`config.mk`:
```
export PLATFORM = sky130hd
export DESIGN_NAME = hsc_health_cal
export DESIGN_NICKNAME = d
export VERILOG_FILES = /design/src/hsc_pkg.sv /design/src/hsc_health_cal.sv
export SDC_FILE = /design/constraint.sdc
export NUM_CORES = 2
export LEC_CHECK = 0
export CAP_MARGIN = 10
export CORE_MARGIN = 3
export CORE_UTILIZATION = 60
export DETAILED_ROUTE_END_ITERATION = 6
export DONT_BUFFER_PORTS = 1
export PLACE_DENSITY_LB_ADDON = 0.2
export SYNTH_ARGS = -nofsm -noshare
export SYNTH_HDL_FRONTEND = slang
export SYNTH_SLANG_ARGS = --single-unit
export TNS_END_PERCENT = 100
```
`constraint.sdc`:
```
create_clock -name ref_clk -period 37.8 [get_ports ref_clk]
set_clock_uncertainty 0.1 [all_clocks]
set_input_delay 5.67 -clock ref_clk [delete_from_list [all_inputs] [get_ports ref_clk]]
set_output_delay 5.67 -clock ref_clk [all_outputs]
set_load 0.03 [all_outputs]
```
`src/hsc_pkg.sv`:
```
// Constants, field layouts and carrier types for the health word and calibration block.
// Assumes a single 40 MHz system clock; every clock-cycle count is derived from CLK_HZ.
package hsc_pkg;
   // ==========================================================
   // Clock and serial timing
   localparam int CLK_HZ     = 40_000_000;
   localparam int BAUD_9600  = 9600;
   localparam int BAUD_19200 = 19200;
   localparam int BAUD_38400 = 38400;
   localparam int BAUD_57600 = 57600;
   localparam int RATE_9600  = 25;           // Packets per second at each baud
   localparam int RATE_19200 = 50;
   localparam int RATE_38400 = 100;
   localparam int RATE_57600 = 200;
   localparam int BAUD_DIV_19200 = CLK_HZ / BAUD_19200;
   localparam int BAUD_DIV_38400 = CLK_HZ / BAUD_38400;
   localparam int BAUD_DIV_57600 = CLK_HZ / BAUD_57600;
   localparam logic [1:0] SEL_9600  = 2'h0;
   localparam logic [1:0] SEL_19200 = 2'h1;
   localparam logic [1:0] SEL_38400 = 2'h2;
   localparam logic [1:0] SEL_57600 = 2'h3;
   localparam logic [3:0] UART_LAST_BIT = 4'h9;     // Start, 8 data, stop
   localparam logic [9:0] UART_IDLE     = 10'h3FF;
   // ==========================================================
   // Packet layout
   localparam logic [15:0] PKT_HEADER  = 16'hAA55;
   localparam logic [4:0]  PKT_LAST    = 5'h19;     // 26 bytes, index 25 last
   localparam logic [4:0]  PKT_CSUM_HI = 5'h18;
   // ==========================================================
   // Health word bit positions
   localparam int HB_HARD      = 0;
   localparam int HB_SOFT      = 1;
   localparam int HB_NOT_READY = 2;
   localparam int HB_POWER     = 3;
   localparam int HB_COMM      = 4;
   localparam int HB_REBOOT    = 5;
   localparam int HB_CAL_TABLE = 6;
   localparam int HB_TURN      = 8;
   localparam int HB_ALGO_LO   = 9;
   localparam int HB_ALGO_HI   = 10;
   localparam int HB_MAG_BUSY  = 11;
   localparam int HB_MAG_BAD   = 12;
   localparam int HB_MAG_POOR  = 13;
   localparam logic [11:0] SOFT_PERSIST_PKTS = 12'h0834;  // 2100 packets
   localparam logic [7:0]  CAL_MIN_SAMPLES   = 8'h10;
   // ==========================================================
   // Output scaling of the signed Q15 measurement words
   localparam int ANGLE_SCALE_DEG = 180;
   localparam int ACCEL_RANGE_G   = 10;
   localparam int RATE_RANGE_DPS  = 800;
   localparam int SCALE_FRAC_BITS = 15;
   // ==========================================================
   // Types
   typedef struct packed {
      logic signed [15:0] roll, pitch, yaw;
      logic signed [15:0] roll_rate, pitch_rate, yaw_rate;
      logic signed [15:0] acc_x, acc_y, acc_z;
   } hsc_meas_t;
   typedef struct packed {
      logic       hard_fail, soft_cond, not_ready, power_fail, comm_err;
      logic       reboot, cal_table_bad, turn;
      logic [1:0] algo;
      logic       mag_cal_bad, mag_cal_poor;
   } hsc_cond_t;
   typedef struct packed {
      logic signed [15:0] x, y, z;
   } hsc_mag_t;
   typedef enum logic [1:0] {
      CAL_IDLE    = 2'b00,
      CAL_CAPTURE = 2'b01,
      CAL_COMPUTE = 2'b10
   } hsc_cal_state_t;
endpackage

```
`src/hsc_health_cal.sv`:
```
// Health word assembly, failure pin, iron calibration sequencer and packet transmitter.
// Assumes one 40 MHz clock, a pad pull-up on the calibration pin and static baud select.
`timescale 1ns/1ps
// What this block does
// - Failure pin goes high whenever the unit is in failure.
// - While calibration pin is low, magnetometer samples are collected.
// - When the pin releases, hard and soft iron values are computed.
// - Calibration pin pulled up; an open pin reads inactive.
// - Characters are one start, eight data, one stop bit, no parity.
// - Angle words are signed, degrees equal value times 180 over 2^15.
// - Acceleration words: g equals value times 10 times 1.5 over 2^15.
// - Rate words: deg/s equals value times 800 times 1.5 over 2^15.
// - Each measurement travels as a signed 16-bit two's complement word.
// - Health bit 0 marks an unrecoverable failure.
// - Bit 1 soft condition; beyond 2100 packets, bit 0 and bit 1 latch.
// - Bit 2 set while the system is not ready.
// - Bit 3 set on power failure running from hold-up power.
// - Bit 4 set on a user serial port error.
// - Bit 5 set after a processor reset was detected.
// - Bit 6 set when the sensor calibration table is invalid.
// - Bit 8 set while a turn is detected.
// - Bits 10 and 9 carry the algorithm state code.
// - Bit 11 set while iron calibration is in progress.
// - Bit 12 set when stored iron calibration data is invalid.
// - Bit 13 set when the calibration result is unsatisfactory.
// - Every flag is active one; the word fills two packet bytes.
// - Packets start with AA then 55; words go MSB first.
// - Packets repeat at 25, 50, 100 or 200 per second by baud.
module hsc_health_cal #(
   parameter int BAUD_DIV_9600 = hsc_pkg::CLK_HZ / hsc_pkg::BAUD_9600,
   parameter int PKT_PER_25    = hsc_pkg::CLK_HZ / hsc_pkg::RATE_9600,
   parameter int PKT_PER_50    = hsc_pkg::CLK_HZ / hsc_pkg::RATE_19200,
   parameter int PKT_PER_100   = hsc_pkg::CLK_HZ / hsc_pkg::RATE_38400,
   parameter int PKT_PER_200   = hsc_pkg::CLK_HZ / hsc_pkg::RATE_57600
) (
   // Clock and reset
   input  wire logic                ref_clk,
   input  wire logic                rst_n,
   // Configuration
   input  wire logic [1:0]          baud_sel,
   input  wire logic [15:0]         model_num,
   // Measurements and health conditions
   input  wire hsc_pkg::hsc_meas_t  meas,
   input  wire hsc_pkg::hsc_cond_t  cond,
   // Magnetometer samples and calibration pin
   input  wire hsc_pkg::hsc_mag_t   mag,
   input  wire logic                mag_valid,
   input  wire logic                cal_pin_n,
   // Calibration results
   output hsc_pkg::hsc_mag_t        hard_iron,
   output hsc_pkg::hsc_mag_t        soft_span,
   output logic                     cal_done,
   // Health and failure pin (open collector)
   output logic [15:0]              health,
   output logic                     fail,
   output logic                     fail_pin_o,
   output logic                     fail_pin_oe,
   // Serial output
   output logic                     tx
);
   import hsc_pkg::*;

   logic                 rst_s1_reg, rst_sync_n;
   logic                 cal_s1_reg, cal_s2_reg, cal_s3_reg, cal_lvl_reg;
   hsc_cal_state_t       cal_state_reg;
   hsc_mag_t             min_reg, max_reg, hard_reg, span_reg;
   logic [7:0]           samp_cnt_reg;
   logic                 cal_poor_reg, cal_done_reg;
   logic [11:0]          soft_cnt_reg;
   logic                 soft_latch_reg;
   logic [15:0]          health_reg, health_next;
   logic [20:0]          per_cnt_reg, per_max;
   logic [12:0]          div_cnt_reg, div_max;
   logic                 pkt_start, pkt_active_reg, uart_busy_reg, tx_load;
   logic [4:0]           byte_idx_reg;
   logic [3:0]           bit_cnt_reg;
   logic [9:0]           shift_reg;
   logic [11:0][15:0]    snap_reg, snap_next;
   logic [15:0]          csum_reg, cur_word;
   logic [7:0]           cur_byte;

   // Signed min/max helpers shared by capture
   function automatic logic signed [15:0] smin(input logic signed [15:0] a, b);
      return (a < b) ? a : b;
   endfunction
   function automatic logic signed [15:0] smax(input logic signed [15:0] a, b);
      return (a > b) ? a : b;
   endfunction
   // Offset is the midpoint; 17-bit sum avoids overflow before the shift
   function automatic logic signed [15:0] mid(input logic signed [15:0] lo, hi);
      logic signed [16:0] s;
      s = 17'(lo) + 17'(hi);
      return s[16:1];
   endfunction
   // Byte sum stays below 16'hFFFF for 22 bytes, so the remainder is the sum
   function automatic logic [15:0] csum(input logic [11:0][15:0] w);
      logic [15:0] s;
      s = '0;
      for (int i = 1; i < 12; i++)
      begin
         s = s + 16'(w[i][15:8]) + 16'(w[i][7:0]);
      end
      return s;
   endfunction

   // ==========================================================
   // Reset release
   always_ff @(posedge ref_clk or negedge rst_n)
   begin
      if (!rst_n)
      begin
         rst_s1_reg <= 1'b0;
         rst_sync_n <= 1'b0;
      end
      else
      begin
         rst_s1_reg <= 1'b1;
         rst_sync_n <= rst_s1_reg;
      end
   end

   // ==========================================================
   // Calibration pin: reset to released so an open pin never starts a capture
   always_ff @(posedge ref_clk or negedge rst_sync_n)
   begin
      if (!rst_sync_n)
      begin
         cal_s1_reg  <= 1'b1;
         cal_s2_reg  <= 1'b1;
         cal_s3_reg  <= 1'b1;
         cal_lvl_reg <= 1'b1;
      end
      else
      begin
         cal_s1_reg <= cal_pin_n;
         cal_s2_reg <= cal_s1_reg;
         cal_s3_reg <= cal_s2_reg;
         if (cal_s2_reg == cal_s3_reg)
            cal_lvl_reg <= cal_s3_reg;
      end
   end

   // ==========================================================
   // Calibration sequencer
   always_ff @(posedge ref_clk or negedge rst_sync_n)
   begin
      if (!rst_sync_n)
      begin
         cal_state_reg <= CAL_IDLE;
         min_reg       <= '0;
         max_reg       <= '0;
         samp_cnt_reg  <= '0;
      end
      else
      begin
         case (cal_state_reg)
            CAL_IDLE:
            begin
               samp_cnt_reg <= '0;
               if (!cal_lvl_reg)
                  cal_state_reg <= CAL_CAPTURE;
            end
            CAL_CAPTURE:
            begin
               // First sample seeds the extremes
               if (mag_valid)
               begin
                  min_reg.x <= (samp_cnt_reg == '0) ? mag.x : smin(min_reg.x, mag.x);
                  min_reg.y <= (samp_cnt_reg == '0) ? mag.y : smin(min_reg.y, mag.y);
                  min_reg.z <= (samp_cnt_reg == '0) ? mag.z : smin(min_reg.z, mag.z);
                  max_reg.x <= (samp_cnt_reg == '0) ? mag.x : smax(max_reg.x, mag.x);
                  max_reg.y <= (samp_cnt_reg == '0) ? mag.y : smax(max_reg.y, mag.y);
                  max_reg.z <= (samp_cnt_reg == '0) ? mag.z : smax(max_reg.z, mag.z);
                  if (samp_cnt_reg != 8'hFF)
                     samp_cnt_reg <= samp_cnt_reg + 8'h01;
               end
               if (cal_lvl_reg)
                  cal_state_reg <= CAL_COMPUTE;
            end
            CAL_COMPUTE:
               cal_state_reg <= CAL_IDLE;
            default:
               cal_state_reg <= CAL_IDLE;
         endcase
      end
   end

   // Result registers; too few samples marks the result unsatisfactory
   always_ff @(posedge ref_clk or negedge rst_sync_n)
   begin
      if (!rst_sync_n)
      begin
         hard_reg     <= '0;
         span_reg     <= '0;
         cal_poor_reg <= 1'b0;
         cal_done_reg <= 1'b0;
      end
      else
      begin
         cal_done_reg <= (cal_state_reg == CAL_COMPUTE);
         if (cal_state_reg == CAL_COMPUTE)
         begin
            hard_reg.x   <= mid(min_reg.x, max_reg.x);
            hard_reg.y   <= mid(min_reg.y, max_reg.y);
            hard_reg.z   <= mid(min_reg.z, max_reg.z);
            span_reg.x   <= max_reg.x - min_reg.x;
            span_reg.y   <= max_reg.y - min_reg.y;
            span_reg.z   <= max_reg.z - min_reg.z;
            cal_poor_reg <= (samp_cnt_reg < CAL_MIN_SAMPLES);
         end
      end
   end

   // ==========================================================
   // Soft failure persistence, counted in packets
   always_ff @(posedge ref_clk or negedge rst_sync_n)
   begin
      if (!rst_sync_n)
      begin
         soft_cnt_reg   <= '0;
         soft_latch_reg <= 1'b0;
      end
      else if (pkt_start)
      begin
         if (!cond.soft_cond)
            soft_cnt_reg <= '0;
         else if (soft_cnt_reg >= SOFT_PERSIST_PKTS)
            soft_latch_reg <= 1'b1;
         else
            soft_cnt_reg <= soft_cnt_reg + 12'h001;
      end
   end

   // Health word; undefined positions stay zero
   always_comb
   begin
      health_next = '0;
      health_next[HB_HARD]      = cond.hard_fail | soft_latch_reg;
      health_next[HB_SOFT]      = cond.soft_cond | soft_latch_reg;
      health_next[HB_NOT_READY] = cond.not_ready;
      health_next[HB_POWER]     = cond.power_fail;
      health_next[HB_COMM]      = cond.comm_err;
      health_next[HB_REBOOT]    = cond.reboot;
      health_next[HB_CAL_TABLE] = cond.cal_table_bad;
      health_next[HB_TURN]      = cond.turn;
      health_next[HB_ALGO_HI:HB_ALGO_LO] = cond.algo;
      health_next[HB_MAG_BUSY]  = (cal_state_reg != CAL_IDLE);
      health_next[HB_MAG_BAD]   = cond.mag_cal_bad;
      health_next[HB_MAG_POOR]  = cond.mag_cal_poor | cal_poor_reg;
   end

   always_ff @(posedge ref_clk or negedge rst_sync_n)
   begin
      if (!rst_sync_n)
         health_reg <= '0;
      else
         health_reg <= health_next;
   end

   // ==========================================================
   // Packet period and baud divisor by configured rate
   always_comb
   begin
      case (baud_sel)
         SEL_9600:  begin per_max = 21'(PKT_PER_25);  div_max = 13'(BAUD_DIV_9600);  end
         SEL_19200: begin per_max = 21'(PKT_PER_50);  div_max = 13'(BAUD_DIV_19200); end
         SEL_38400: begin per_max = 21'(PKT_PER_100); div_max = 13'(BAUD_DIV_38400); end
         default:   begin per_max = 21'(PKT_PER_200); div_max = 13'(BAUD_DIV_57600); end
      endcase
   end

   // Free running period timer; a tick during a packet is skipped, never queued
   assign pkt_start = (per_cnt_reg == '0) && !pkt_active_reg;
   always_ff @(posedge ref_clk or negedge rst_sync_n)
   begin
      if (!rst_sync_n)
         per_cnt_reg <= '0;
      else if (per_cnt_reg >= per_max - 21'h00_0001)
         per_cnt_reg <= '0;
      else
         per_cnt_reg <= per_cnt_reg + 21'h00_0001;
   end

   // Snapshot of the signed words at packet start keeps one packet coherent
   assign snap_next = {health_reg, model_num,
                       meas.acc_z, meas.acc_y, meas.acc_x,
                       meas.yaw_rate, meas.pitch_rate, meas.roll_rate,
                       meas.yaw, meas.pitch, meas.roll, PKT_HEADER};
   always_ff @(posedge ref_clk or negedge rst_sync_n)
   begin
      if (!rst_sync_n)
      begin
         snap_reg       <= '0;
         csum_reg       <= '0;
         pkt_active_reg <= 1'b0;
         byte_idx_reg   <= '0;
      end
      else
      begin
         if (pkt_start)
         begin
            snap_reg       <= snap_next;
            csum_reg       <= csum(snap_next);
            pkt_active_reg <= 1'b1;
            byte_idx_reg   <= '0;
         end
         else if (tx_load)
         begin
            if (byte_idx_reg == PKT_LAST)
               pkt_active_reg <= 1'b0;
            else
               byte_idx_reg <= byte_idx_reg + 5'h01;
         end
      end
   end

   // Even index is the high byte of each word
   assign cur_word = (byte_idx_reg >= PKT_CSUM_HI) ? csum_reg : snap_reg[byte_idx_reg[4:1]];
   assign cur_byte = byte_idx_reg[0] ? cur_word[7:0] : cur_word[15:8];
   assign tx_load  = pkt_active_reg && !uart_busy_reg;

   // ==========================================================
   // Character shifter, LSB first, line idles high
   always_ff @(posedge ref_clk or negedge rst_sync_n)
   begin
      if (!rst_sync_n)
      begin
         shift_reg     <= UART_IDLE;
         uart_busy_reg <= 1'b0;
         div_cnt_reg   <= '0;
         bit_cnt_reg   <= '0;
      end
      else if (tx_load)
      begin
         shift_reg     <= {1'b1, cur_byte, 1'b0};
         uart_busy_reg <= 1'b1;
         div_cnt_reg   <= '0;
         bit_cnt_reg   <= '0;
      end
      else if (uart_busy_reg)
      begin
         if (div_cnt_reg >= div_max - 13'h0001)
         begin
            div_cnt_reg <= '0;
            shift_reg   <= {1'b1, shift_reg[9:1]};
            if (bit_cnt_reg == UART_LAST_BIT)
               uart_busy_reg <= 1'b0;
            else
               bit_cnt_reg <= bit_cnt_reg + 4'h1;
         end
         else
            div_cnt_reg <= div_cnt_reg + 13'h0001;
      end
   end

   // ==========================================================
   // Outputs; the pin is pulled low while healthy, released on failure
   assign fail        = health_reg[HB_HARD] | health_reg[HB_SOFT];
   assign fail_pin_o  = 1'b0;
   assign fail_pin_oe = !fail;
   assign health      = health_reg;
   assign tx          = shift_reg[0];
   assign hard_iron   = hard_reg;
   assign soft_span   = span_reg;
   assign cal_done    = cal_done_reg;

   // ==========================================================
   // Checks
   a_fail_pin_rel: assert property (@(posedge ref_clk) disable iff (!rst_sync_n)
      health[HB_HARD] |-> !fail_pin_oe) else $error("fail pin not released");
   a_undef_zero: assert property (@(posedge ref_clk) disable iff (!rst_sync_n)
      health[7] == 1'b0 && health[15:14] == 2'b00) else $error("undefined bit set");
   a_soft_latch: assert property (@(posedge ref_clk) disable iff (!rst_sync_n)
      soft_latch_reg |=> soft_latch_reg && health[HB_HARD] && health[HB_SOFT])
      else $error("soft latch lost");
   a_cal_start: assert property (@(posedge ref_clk) disable iff (!rst_sync_n)
      cal_state_reg == CAL_IDLE && !cal_lvl_reg |=> cal_state_reg == CAL_CAPTURE)
      else $error("capture not started");
   a_cal_finish: assert property (@(posedge ref_clk) disable iff (!rst_sync_n)
      cal_state_reg == CAL_CAPTURE && cal_lvl_reg |=> cal_state_reg == CAL_COMPUTE ##1
      cal_done && cal_state_reg == CAL_IDLE) else $error("compute not run");
   a_cal_busy: assert property (@(posedge ref_clk) disable iff (!rst_sync_n)
      cal_state_reg != CAL_IDLE |=> health[HB_MAG_BUSY]) else $error("busy bit missing");
   a_algo_code: assert property (@(posedge ref_clk) disable iff (!rst_sync_n)
      ##1 health[HB_ALGO_HI:HB_ALGO_LO] == $past(cond.algo)) else $error("algo code wrong");
   a_start_bit: assert property (@(posedge ref_clk) disable iff (!rst_sync_n)
      tx_load |=> !tx ##0 uart_busy_reg) else $error("no start bit");
   a_header_byte: assert property (@(posedge ref_clk) disable iff (!rst_sync_n)
      pkt_start |=> cur_byte == PKT_HEADER[15:8]) else $error("header not first");
endmodule

```
==> impl_metrics.json <==
{
  "ff2ff_path_depth": 20,
  "peakVddDrop_mv": 0.198,
  "grt_pass1_wl_um": 128000,
  "die_area_sq_um": 54700,
  "p_clk_share_pct": 15.3,
  "post-route-min-period_ns": 10.99,
  "p_switching_mw": 1.61,
  "seqPwrFrac_pct": 25.1,
  "slowest_stage": "fa_1",
  "num_vias": 22300,
  "hold_viol_final": 0,
  "layout_common_cells": "nand2_1, dfrtp_1, inv_1",
  "clk_latency_ns": 0.61,
  "fp-row-count": 82,
  "p_leak_nw": 16.6,
  "busiest_layer": "met2",
  "outcome": "finished, final reports clean",
  "finalSetupViolations": 0,
  "cp_common_cell": "fa_1",
  "setup_slack_ns": 26.81,
  "synthCells": 3179,
  "cts_buffer_depth": 3,
  "path_depth": 22,
  "async_reset_ff_share_pct": 100,
  "layout-area-overhead-vs-synth_pct": 7.34,
  "grt_overflow_total": 0,
  "use_met1_pct": 37.3,
  "pre_cts_slack_ns": 26.22,
  "worst_slew_pin_slew_ns": 1.15,
  "design.core.area_sq_um": 50700,
  "sw_frac_of_total_pct": 46.4,
  "h-tree-depth": 2,
  "yosysUniqueCellTypes": 86,
  "drt_wl_total_um": 81200,
  "start_kind": "input pin",
  "path_class": "input pin to flip-flop",
  "fmax_mhz": 91.0,
  "syn_area_sq_um": 31200,
  "required_ns": 38.15,
  "die_h_um": 234,
  "first_global_vias": 23300,
  "routedWlPerCell_um": 21.1,
  "finalMaxSlewViolations": 0,
  "use_met3_pct": 9.77,
  "cts-resized-gates": 0,
  "rsz0062_at_grt": "false",
  "combPwrFrac_pct": 59.6,
  "synth_flop_cell": "dfrtp_1",
  "slew_headroom_pct": 23.7,
  "die_w_um": 234,
  "clk_pin_slew_worst_paths_ns": 0.06,
  "cts_hold_buffers": 0,
  "synth_warnings": 0,
  "maxCapViolCount": 0,
  "use_met2_pct": 48.8,
  "root_buffer": "clkbuf_16",
  "total_power_mw": 3.48,
  "cts_buffers": 53,
  "synth-seq-cells": 477,
  "hp-class": "flip-flop to async pin",
  "grt_max_degree": 265,
  "place.port_buffers": 0,
  "place.gp.congestion": 0.970,
  "first_pass_iters": 5,
  "path_delay_family": "adder cells",
  "drt_iter0_markers": 1524,
  "ant_nets": 0,
  "crit_path_end_kind": "flip-flop",
  "synth_edf_count": 0,
  "power.internal_mw": 1.86,
  "r2r_start": "health[3]$_DFF_PN0_",
  "yosysSeqAreaShare_pct": 38.4,
  "power_density_nw_per_um2": 104,
  "tns_ns": 0,
  "setup.worst_path.start": "meas[107]",
  "cts_setup_buffers": 0,
  "crit_fanout": 3,
  "crit_end": "csum_reg[11]$_DFFE_PN0P_",
  "io_pins": 343,
  "cts_tree": "yes",
  "cp.arrival_ns": 11.34,
  "drive_gt1_share_pct": 7.97,
  "final_nets": 3783,
  "start_util_pct": 61.5,
  "path_cells": "inv_1, fa_1, inv_1, fa_1, inv_1, fa_1, inv_1, fa_1, fa_1, fa_1, inv_1, fa_1, inv_1, ha_1, a21o_1, a21oi_1, o21ai_0, a21oi_1, o21ai_0, a21oi_1, xor2_1, o21ai_0",
  "r2r_setup_slack_ns": 31.45,
  "drc": 0,
  "hpwl_um": 63000,
  "layout_commonest_cell": "nand2_1",
  "reg2reg_to": "csum_reg[11]$_DFFE_PN0P_",
  "critPathMaxStageDelay_ns": 0.60,
  "largest_reg_flops": 174,
  "fin_crit_sh_pct": 29.1,
  "synth_area_per_cell_sq_um": 9.80,
  "critPathBufInv": 6,
  "vias_per_cell": 5.78,
  "antenna_found_initial": 5,
  "clkSinkCount": 477,
  "grtUsageTotal_pct": 30.2,
  "fin_util_pct": 66.0
}
worst min-delay path by stage:
stage                     slack (ns)                      to
final                           0.21  max_reg[1]$_DFFE_PN0P_
after global routing            0.24  max_reg[0]$_DFFE_PN0P_
after CTS                       0.23  max_reg[2]$_DFFE_PN0P_
after detailed placement        0.22  max_reg[2]$_DFFE_PN0P_
after global placement          0.21  max_reg[1]$_DFFE_PN0P_
after floorplan                 0.23    rst_sync_n$_DFF_PN0_
cell families after synthesis:
kind of cell | count (synthesis) | share of synthesized area (%)
buf+inv | 517 | 6.44
mux | 161 | 7.47
fa+ha+maj | 423 | 20.8
flops | 477 | 38.4
simple gates | 954 | 13.1
xor+xnor | 124 | 3.49
compound gates | 521 | 10.3
other cells | 2 | 0.0241
cell usage after synthesis (all sizes together), types with 43 or more instances:
library cell  number  area share, %
nand2            574            6.9
dfrtp            464             37
mux2              56            2.1
fa               158             10
nor2             174            2.1
mux4              49            3.5
a21o              43            1.0
ha               264             11
o21ai            230            3.8
xor2              50            1.4
mux2i             56            1.8
clkbuf            91            1.1
a21oi            106            1.7
inv              396            4.8
xnor2             74            2.1
metrics by stage:
stage	cells	hold slack, ns	area (sq um)
floorplan	3185	0.231	31200
global route	3852	0.244	33400
finish	3853	0.208	33400
global placement	3752	0.208	31700
detailed placement	3752	0.222	31700
CTS	3848	0.227	33400
worst reg2reg max path, delay by kind of cell, from the launching register on:
kind,cells,cell delay [ns]
buffers and inverters,4,0.27
xor gates and xnor gates,1,0.15
adders and majority gates,8,3.85
AOI/OAI and AO/OA,7,1.15
DFF,1,0.68
power by group through the flow:
stage / Sequential [mW] / Combinational, mW / Clock (mW)
5_1_grt: 0.889 / 2.37 / 0.562
6_report: 0.872 / 2.07 / 0.532
3_5_place_dp: 0.880 / 2.06 / 0
2_1_floorplan: 0.836 / 1.63 / 0
4_1_cts: 0.872 / 2.08 / 0.541
3_3_place_gp: 0.873 / 2.01 / 0
per-layer routing:
| layer | routed length, um | vias to the layer above |
|---|---|---|
| li1 | - | 10400 |
| met1 | 31800 | 11000 |
| met2 | 38400 | 668 |
| met3 | 7120 | 196 |
| met4 | 3800 | 0 |
| met5 | 0 | - |
final cells by class:
type	count	area [sq um]
fill	4065	17200
inverter	397	1490
sequential	477	12000
clock inverter	22	244
tap	672	841
multi-input combinational	2191	17200
timing repair buffer	15	125
clock buffer	74	1540
antenna	5	12.5
Note: power is estimated with default switching activity, not from simulation.
